File: config.mk
export PLATFORM = sky130hd
export DESIGN_NAME = wec_wakeup_excitation_regs
export DESIGN_NICKNAME = d
export VERILOG_FILES = /design/src/common/wec_pkg.sv /design/src/common/wec_reg_if.sv /design/src/hdl/wec_wakeup_excitation_regs.sv /design/src/hdl/wec_wb_slave.sv /design/src/hdl/wec_wake_detect.sv
export SDC_FILE = /design/constraint.sdc
export NUM_CORES = 1
export LEC_CHECK = 0
export ABC_CLOCK_PERIOD_IN_PS = 9900
export BUFFER_PORTS_ARGS = -buffer_cell sky130_fd_sc_hd__buf_2
export CAP_MARGIN = 10
export CORE_ASPECT_RATIO = 0.5
export CORE_MARGIN = 8
export CORE_UTILIZATION = 35
export CTS_BUF_LIST = sky130_fd_sc_hd__clkbuf_16
export DETAILED_ROUTE_END_ITERATION = 16
export GPL_ROUTABILITY_DRIVEN = 0
export PLACE_DENSITY = 0.66
export SYNTH_ARGS = -nofsm -noshare
export SYNTH_HDL_FRONTEND = slang
export SYNTH_SLANG_ARGS = --single-unit
export TNS_END_PERCENT = 1
File: constraint.sdc
create_clock -name REF_CLK -period 9.9 [get_ports REF_CLK]
set_clock_uncertainty 0.2 [all_clocks]
set_input_delay 1.98 -clock REF_CLK [delete_from_list [all_inputs] [get_ports REF_CLK]]
set_output_delay 1.98 -clock REF_CLK [all_outputs]
set_load 0.01 [all_outputs]
File: src/common/wec_pkg.sv
// Shared constants and the register state type of the wake-up and excitation register bank.
// Assumes one 200 MHz clock and a synchronous, active high reset.
`default_nettype none

package wec_pkg;

  localparam int          ADR_W           = 8;
  localparam int          IDX_W           = 6;
  localparam int          WU_W            = 3;
  localparam int          LOW_W           = 6;
  localparam int          SPREAD_W        = 5;
  localparam int          EVT_W           = 3;
  localparam int          FREQ_W          = 10;

  // Register indices; the byte address on the bus is four times the index.
  localparam logic [5:0]  IDX_WAKE_CTRL   = 6'h05;
  localparam logic [5:0]  IDX_LOW_LIMIT   = 6'h06;
  localparam logic [5:0]  IDX_SPREAD      = 6'h07;
  localparam logic [5:0]  IDX_IRQ_STATUS  = 6'h10;
  localparam logic [5:0]  IDX_IRQ_MASK    = 6'h11;
  localparam logic [5:0]  IDX_LIVE        = 6'h12;

  localparam int          WU_ABS_EN_BIT   = 0;
  localparam int          WU_RATE_EN_BIT  = 1;
  localparam int          WU_AND_SEL_BIT  = 2;

  localparam int          EVT_WAKE        = 0;
  localparam int          EVT_ABS         = 1;
  localparam int          EVT_RATE        = 2;

  localparam logic [2:0]  WU_RESET        = 3'h4;
  localparam logic [5:0]  LOW_RESET       = 6'h1e;
  localparam logic [4:0]  SPREAD_RESET    = 5'h00;
  localparam logic [2:0]  STATUS_RESET    = 3'h0;
  localparam logic [2:0]  MASK_RESET      = 3'h0;

  localparam logic [9:0]  LOW_STEP_KHZ    = 10'h00a;
  localparam logic [9:0]  SPREAD_STEP_KHZ = 10'h014;

  typedef struct packed {
    logic [WU_W-1:0]     wake_ctrl;
    logic [LOW_W-1:0]    low_limit;
    logic [SPREAD_W-1:0] spread;
    logic [EVT_W-1:0]    status;
    logic [EVT_W-1:0]    mask;
    logic                wake;
    logic                irq;
    logic [FREQ_W-1:0]   low_khz;
    logic [FREQ_W-1:0]   spread_khz;
  } wec_regs_state_t;

endpackage

`default_nettype wire

File: src/common/wec_reg_if.sv
// Register access path between the bus slave and the register bank core.
// Assumes a write strobe that lasts exactly one clock cycle.
`timescale 1ns/1ps
`default_nettype none

interface wec_reg_if;
  logic       wr;
  logic [5:0] idx;
  logic [7:0] wdata;
  logic [7:0] rdata;

  modport slave
  (
    output wr,
    output idx,
    output wdata,
    input  rdata
  );

  modport core
  (
    input  wr,
    input  idx,
    input  wdata,
    output rdata
  );
endinterface

`default_nettype wire

File: src/hdl/wec_wakeup_excitation_regs.sv
// Channel 2 wake-up control and excitation frequency configuration registers.
// Assumes a classic Wishbone master on REF_CLK and comparator flags synchronous to REF_CLK.
//
// Chosen here: the Wishbone slave port.
`timescale 1ns/1ps
`default_nettype none

module wec_wakeup_excitation_regs
(
  input  wire logic        REF_CLK,
  input  wire logic        RST,
  input  wire logic        WB_CYC_I,
  input  wire logic        WB_STB_I,
  input  wire logic        WB_WE_I,
  input  wire logic [7:0]  WB_ADR_I,
  input  wire logic [3:0]  WB_SEL_I,
  input  wire logic [31:0] WB_DAT_I,
  output logic      [31:0] WB_DAT_O,
  output logic             WB_ACK_O,
  input  wire logic        CH2_ABS_EXCEEDED,
  input  wire logic        CH2_RATE_EXCEEDED,
  output logic             CH2_ABSOLUTE_THRESHOLD_ENABLE,
  output logic             CH2_RATE_THRESHOLD_ENABLE,
  output logic             CH2_AND_OR_SELECT,
  output logic             CH2_WAKE,
  output logic      [5:0]  EXCITATION_LOW_LIMIT,
  output logic      [9:0]  EXCITATION_LOW_KHZ,
  output logic      [4:0]  EXCITATION_SPREAD_WIDTH,
  output logic      [9:0]  EXCITATION_SPREAD_KHZ,
  output logic             IRQ
);

  wec_reg_if                 bus ();

  wec_pkg::wec_regs_state_t  st;
  wec_pkg::wec_regs_state_t  next_st;

  logic                      abs_enable;
  logic                      rate_enable;
  logic                      and_select;
  logic                      wake_level;
  logic                      wake_pulse;
  logic                      abs_pulse;
  logic                      rate_pulse;
  logic [wec_pkg::EVT_W-1:0] events;
  logic [wec_pkg::EVT_W-1:0] clear_bits;
  logic                      wr_wake_ctrl;
  logic                      wr_low_limit;
  logic                      wr_spread;
  logic                      wr_status;
  logic                      wr_mask;
  logic [7:0]                read_value;

  wec_wb_slave u_slave
  (
    .clk      (REF_CLK),
    .rst      (RST),
    .wb_cyc   (WB_CYC_I),
    .wb_stb   (WB_STB_I),
    .wb_we    (WB_WE_I),
    .wb_adr   (WB_ADR_I),
    .wb_sel   (WB_SEL_I),
    .wb_dat_i (WB_DAT_I),
    .wb_dat_o (WB_DAT_O),
    .wb_ack   (WB_ACK_O),
    .regs     (bus.slave)
  );

  assign abs_enable  = st.wake_ctrl[wec_pkg::WU_ABS_EN_BIT];
  assign rate_enable = st.wake_ctrl[wec_pkg::WU_RATE_EN_BIT];
  assign and_select  = st.wake_ctrl[wec_pkg::WU_AND_SEL_BIT];

  // Software is expected to set both enables before choosing AND mode; the bank does not force them.
  wec_wake_detect u_detect
  (
    .clk        (REF_CLK),
    .rst        (RST),
    .abs_en     (abs_enable),
    .rate_en    (rate_enable),
    .and_sel    (and_select),
    .abs_over   (CH2_ABS_EXCEEDED),
    .rate_over  (CH2_RATE_EXCEEDED),
    .wake_level (wake_level),
    .wake_pulse (wake_pulse),
    .abs_pulse  (abs_pulse),
    .rate_pulse (rate_pulse)
  );

  always_comb
  begin
    events                    = '0;
    events[wec_pkg::EVT_WAKE] = wake_pulse;
    events[wec_pkg::EVT_ABS]  = abs_pulse;
    events[wec_pkg::EVT_RATE] = rate_pulse;
  end

  // Only the implemented low bits of each write are kept; the others fall away here.
  always_comb
  begin
    wr_wake_ctrl = 1'b0;
    wr_low_limit = 1'b0;
    wr_spread    = 1'b0;
    wr_status    = 1'b0;
    wr_mask      = 1'b0;
    if (bus.wr)
    begin
      unique case (bus.idx)
        wec_pkg::IDX_WAKE_CTRL:
        begin
          wr_wake_ctrl = 1'b1;
        end
        wec_pkg::IDX_LOW_LIMIT:
        begin
          wr_low_limit = 1'b1;
        end
        wec_pkg::IDX_SPREAD:
        begin
          wr_spread = 1'b1;
        end
        wec_pkg::IDX_IRQ_STATUS:
        begin
          wr_status = 1'b1;
        end
        wec_pkg::IDX_IRQ_MASK:
        begin
          wr_mask = 1'b1;
        end
        default:
        begin
          wr_status = 1'b0;
        end
      endcase
    end
  end

  assign clear_bits = wr_status ? bus.wdata[wec_pkg::EVT_W-1:0] : '0;

  always_comb
  begin
    next_st = st;

    if (wr_wake_ctrl)
    begin
      next_st.wake_ctrl = bus.wdata[wec_pkg::WU_W-1:0];
    end

    if (wr_low_limit)
    begin
      next_st.low_limit = bus.wdata[wec_pkg::LOW_W-1:0];
    end

    if (wr_spread)
    begin
      next_st.spread = bus.wdata[wec_pkg::SPREAD_W-1:0];
    end

    if (wr_mask)
    begin
      next_st.mask = bus.wdata[wec_pkg::EVT_W-1:0];
    end

    // An event in the same cycle as its write-one clear survives, so none is lost.
    next_st.status = (st.status & ~clear_bits) | events;

    next_st.wake = wake_level;
    next_st.irq  = |(next_st.status & next_st.mask);

    // Frequencies are held in flops so the analog side never sees a product settling.
    next_st.low_khz    = 10'(next_st.low_limit) * wec_pkg::LOW_STEP_KHZ;
    next_st.spread_khz = 10'(next_st.spread) * wec_pkg::SPREAD_STEP_KHZ;
  end

  always_ff @(posedge REF_CLK)
  begin
    if (RST)
    begin
      st.wake_ctrl  <= wec_pkg::WU_RESET;
      st.low_limit  <= wec_pkg::LOW_RESET;
      st.spread     <= wec_pkg::SPREAD_RESET;
      st.status     <= wec_pkg::STATUS_RESET;
      st.mask       <= wec_pkg::MASK_RESET;
      st.wake       <= 1'b0;
      st.irq        <= 1'b0;
      st.low_khz    <= 10'(wec_pkg::LOW_RESET) * wec_pkg::LOW_STEP_KHZ;
      st.spread_khz <= 10'(wec_pkg::SPREAD_RESET) * wec_pkg::SPREAD_STEP_KHZ;
    end
    else
    begin
      st <= next_st;
    end
  end

  always_comb
  begin
    read_value = 8'h00;
    unique case (bus.idx)
      wec_pkg::IDX_WAKE_CTRL:
      begin
        read_value = {5'h00, st.wake_ctrl};
      end
      wec_pkg::IDX_LOW_LIMIT:
      begin
        read_value = {2'h0, st.low_limit};
      end
      wec_pkg::IDX_SPREAD:
      begin
        read_value = {3'h0, st.spread};
      end
      wec_pkg::IDX_IRQ_STATUS:
      begin
        read_value = {5'h00, st.status};
      end
      wec_pkg::IDX_IRQ_MASK:
      begin
        read_value = {5'h00, st.mask};
      end
      wec_pkg::IDX_LIVE:
      begin
        read_value = {5'h00, CH2_RATE_EXCEEDED, CH2_ABS_EXCEEDED, st.wake};
      end
      default:
      begin
        read_value = 8'h00;
      end
    endcase
  end

  assign bus.rdata = read_value;

  assign CH2_ABSOLUTE_THRESHOLD_ENABLE = abs_enable;
  assign CH2_RATE_THRESHOLD_ENABLE     = rate_enable;
  assign CH2_AND_OR_SELECT             = and_select;
  assign CH2_WAKE                      = st.wake;
  assign EXCITATION_LOW_LIMIT          = st.low_limit;
  assign EXCITATION_LOW_KHZ            = st.low_khz;
  assign EXCITATION_SPREAD_WIDTH       = st.spread;
  assign EXCITATION_SPREAD_KHZ         = st.spread_khz;
  assign IRQ                           = st.irq;

endmodule

`default_nettype wire

File: src/hdl/wec_wb_slave.sv
// Classic Wishbone slave that turns bus cycles into one-cycle register accesses.
// Assumes the master holds its request until ack; every access is answered, unmapped ones with zero.
`timescale 1ns/1ps
`default_nettype none

module wec_wb_slave
(
  input  wire logic        clk,
  input  wire logic        rst,
  input  wire logic        wb_cyc,
  input  wire logic        wb_stb,
  input  wire logic        wb_we,
  input  wire logic [7:0]  wb_adr,
  input  wire logic [3:0]  wb_sel,
  input  wire logic [31:0] wb_dat_i,
  output logic      [31:0] wb_dat_o,
  output logic             wb_ack,
  wec_reg_if.slave         regs
);

  typedef struct packed {
    logic       ack;
    logic [7:0] rdat;
  } wec_slave_state_t;

  wec_slave_state_t st;
  wec_slave_state_t next_st;
  logic             take;

  assign take = wb_cyc & wb_stb & ~st.ack;

  always_comb
  begin
    next_st     = st;
    next_st.ack = take;
    if (take)
    begin
      next_st.rdat = regs.rdata;
    end
  end

  always_ff @(posedge clk)
  begin
    if (rst)
    begin
      st <= '0;
    end
    else
    begin
      st <= next_st;
    end
  end

  // The write lands on the edge at which the master sees ack, so an aborted cycle writes nothing.
  assign regs.wr    = wb_cyc & wb_stb & wb_we & st.ack & wb_sel[0];
  assign regs.idx   = wb_adr[7:2];
  assign regs.wdata = wb_dat_i[7:0];
  assign wb_dat_o   = {24'h000000, st.rdat};
  assign wb_ack     = st.ack;

endmodule

`default_nettype wire

File: src/hdl/wec_wake_detect.sv
// Combines the channel 2 threshold comparator results into the wake-up condition.
// Assumes comparator flags synchronous to the clock; emits one-cycle pulses on rising conditions.
`timescale 1ns/1ps
`default_nettype none

module wec_wake_detect
(
  input  wire logic clk,
  input  wire logic rst,
  input  wire logic abs_en,
  input  wire logic rate_en,
  input  wire logic and_sel,
  input  wire logic abs_over,
  input  wire logic rate_over,
  output logic      wake_level,
  output logic      wake_pulse,
  output logic      abs_pulse,
  output logic      rate_pulse
);

  typedef struct packed {
    logic wake;
    logic abs_hit;
    logic rate_hit;
  } wec_detect_state_t;

  wec_detect_state_t st;
  wec_detect_state_t next_st;
  logic              abs_hit;
  logic              rate_hit;

  assign abs_hit    = abs_en & abs_over;
  assign rate_hit   = rate_en & rate_over;
  // A disabled detection never counts, so AND mode with one detection off never wakes.
  assign wake_level = and_sel ? (abs_hit & rate_hit) : (abs_hit | rate_hit);

  always_comb
  begin
    next_st          = st;
    next_st.wake     = wake_level;
    next_st.abs_hit  = abs_hit;
    next_st.rate_hit = rate_hit;
  end

  always_ff @(posedge clk)
  begin
    if (rst)
    begin
      st <= '0;
    end
    else
    begin
      st <= next_st;
    end
  end

  assign wake_pulse = wake_level & ~st.wake;
  assign abs_pulse  = abs_hit & ~st.abs_hit;
  assign rate_pulse = rate_hit & ~st.rate_hit;

endmodule

`default_nettype wire

==> summary.md <==
| Metric | Value |
|---|---|
| Status | `complete, no violations` |
| Largest net degree at the start of global routing | `between 40 and 50` |
| CTS max path bufs | `2` |
| Initial antenna violation count | `1` |
| Final #Nets | `between 300 and 400` |
| Port-buffer cells | `about 60` |
| Crit path cell chain | `buf_2, nor4b_4, nand4_2, mux2_2, ha_1, ha_1, fa_1, a21o_1, a21oi_1, xnor2_1, nand2b_1` |
| Cell total after placement | `slightly below 400` |
| Max stage delay on crit path | `approximately 0.43 ns` |
| Vias | `approximately 1800` |
| Clk Latency, worst-skew pair | `about 0.28 ns` |
| CP required | `about 10 ns` |
| Critical path endpoint category | `flip-flop` |
| Area delta synth->final | `7.53%` |
| Unique masters post-synth | `47` |
| CP Max Fanout | `6` |
| Mean Syn Cell Area | `between 9 and 10 um2` |
| Final Non-Filler Cells | `about 400` |
| WHS | `~0.25 ns` |
| Setup Buffers After CTS | `0` |
| Share of cells above drive strength 1 | `0.289` |
| Relative slew slack | `0.493` |
| Post-route setup slack | `a little over 5 ns` |
| DP Wirelength | `a little over 4 mm` |
| Wire length of the first global-routing pass | `between 8 and 9 mm` |
| Tot GR Track Use | `0.0990` |
| # IOs | `120` |
| MaxCap Viol Count | `0` |
| Number of flops mapped to enable cells by yosys | `0` |
| Worst Hold Class | `reg2reg` |
| Hold Vio Cnt, Final | `0` |
| WL/cell | `between 10 and 15 um` |
| Synthesized flop and latch total | `44` |
| Post-route DRC | `0` |
| Final ANT Viol Nets | `0` |
| Minimum clock period | `roughly 4.7 ns` |
| Antenna cell count | `0` |
| CTS Sinks | `44` |
| CP max-delay cell | `nor4b_4` |
| Core ar. | `0.00721 mm2` |
| # H-tree levels | `2` |
| Register area share after synthesis | `0.344` |
| Die height | `~76 um` |
| Commonest non-fill, non-tap cell in the layout | `buf_2` |
| PwrDens | `~130 mW/mm2` |
| Cell repeated most along the worst path | `ha_1` |
| Met2 Routed Length | `2.46 mm` |
| Top sig layer | `met5` |
| Setup CP Type | `in2reg` |
| Worst slew pin tran | `roughly 0.76 ns` |
| Peak VDD IR | `0.0635 mV` |
| DRT iter0 DRCs | `73` |
| CTS buffer count | `5` |
| Vias per cell | `4.42` |
| Period utilization | `0.478` |
| Drt pass-1 iters | `4` |
| Vias in the first global route | `roughly 1800` |
| Starting Density | `0.355` |
| Die X | `about 140 um` |
| Place WS | `4.86 ns` |
| CP startpoint kind | `primary input` |
| Share of flip-flops with an asynchronous set or reset | `0` |
| Data arrival, critical path | `around 4.7 ns` |
| LEAKAGE | `1.29 nW` |
| Slew Limit Fails | `0` |
| CTS root buffer | `clkbuf_16` |
| Grt ovf | `0` |
| Synth Flop Type | `dfxtp_1` |
| CTS tree | `built` |
| Clock transition at path regs | `around 0.06 ns` |
| Routed wire length on met3 | `roughly 340 um` |
| Post-CTS Hold Fix Bufs | `0` |
| Fmax | `about 0.21 GHz` |
| Post-Route M1 WL | `~2.4 mm` |
| Setup-failing EPs final | `0` |
| RSZ-0062 raised after global routing | `no` |
| Cells after Synth | `approximately 280` |
| Die Footprint | `0.0105 mm2` |
| Final wirelength | `between 5 and 6 mm` |
| Highest-count cells in the layout ignoring fill and taps | `buf_2, dfxtp_1, conb_1, nor2_1, a21oi_1` |
| Final TNS setup | `0 ns` |
| # rows | `22` |
| Synth warnings | `0` |
| Post-cts sizing count | `0` |
| Mapped Area | `0.00256 mm2` |
[cells in the mapped netlist (7+ instances only)]
master | instances | area [um2]
nor2_1 | 28 | 105
mux2_2 | 9 | 101
buf_4 | 57 | 428
clkbuf_1 | 8 | 30.0
dfxtp_1 | 44 | 881
inv_1 | 7 | 26.3
mux2i_1 | 11 | 110
ha_1 | 14 | 175
a21oi_1 | 16 | 80.1
nand2_1 | 9 | 33.8
nor2b_1 | 11 | 68.8
[cell type report]
cell class / count / area [um2]
Fill cell: 727 / 4460
Sequential cell: 44 / 881
Timing Repair Buffer: 59 / 295
Inverter: 7 / 26.3
Clock inverter: 3 / 23.8
Multi-Input combinational cell: 187 / 1280
Clock buffer: 5 / 125
Tap cell: 96 / 120
[power breakdown]
part | switching (mW) | internal, mW
Combinational | 0.0171 | 0.00703
Sequential | 0.000459 | 0.178
Clock | 0.0695 | 0.0938
Total | 0.0871 | 0.279
[layer usage]
| layer | vias to the layer above | track usage |
|---|---|---|
| li1 | 911 | - |
| met1 | 810 | 0.114 |
| met2 | 44 | 0.168 |
| met3 | 7 | 0.0329 |
| met4 | 2 | 0.0344 |
| met5 | - | 0 |
[critical path: cells and delay by family]
family / cells / cell delay (ns)
compound gates: 2 / 0.37
simple gates: 3 / 0.79
mux: 1 / 0.37
xor+xnor: 1 / 0.13
buf+inv: 1 / 0.13
fa+ha+maj: 3 / 0.93
[sequential cells by signal, summed over array words and instances (netlist names), 2 cells and up]
register                 cells
u_slave.wb_dat_o             6
EXCITATION_LOW_KHZ           7
st                           6
u_detect.st                  2
EXCITATION_SPREAD_KHZ        6
EXCITATION_SPREAD_WIDTH      5
EXCITATION_LOW_LIMIT         6
[cells by family after synthesis]
group / after synthesis / share of synthesized area
AND/OR/NAND/NOR: 79 / 0.174
buffers and inverters: 74 / 0.197
flip-flops: 44 / 0.344
AO/OA/AOI/OAI: 36 / 0.0875
multiplexers: 21 / 0.0914
adder cells (fa/ha/maj): 17 / 0.0880
XOR/XNOR: 5 / 0.0171
other: 1 / 0.00147
[through the flow]
| stage | instance area (um2) | utilization | power [mW] |
|---|---|---|---|
| after floorplan | 2660 | - | 0.206 |
| after global placement | 2600 | 0.361 | 0.206 |
| after detailed placement | 2600 | 0.361 | 0.206 |
| after CTS | 2750 | 0.382 | 0.369 |
| after global routing | 2750 | 0.382 | 0.381 |
| final | 2750 | 0.382 | 0.366 |
[final timing paths]
path	from	endpoint	slack, ns	depth (start not counted)
hold / removal	u_slave.wb_dat_o[5]	u_slave.wb_dat_o[5]	0.25	2
setup / recovery	WB_ADR_I[7]	EXCITATION_LOW_KHZ[8]	5.17	11
hold reg to reg	u_slave.wb_dat_o[5]	u_slave.wb_dat_o[5]	0.25	2
setup reg to reg	u_slave.wb_ack	EXCITATION_LOW_KHZ[8]	6.74	10
Note: power is estimated with default switching activity, not from simulation.
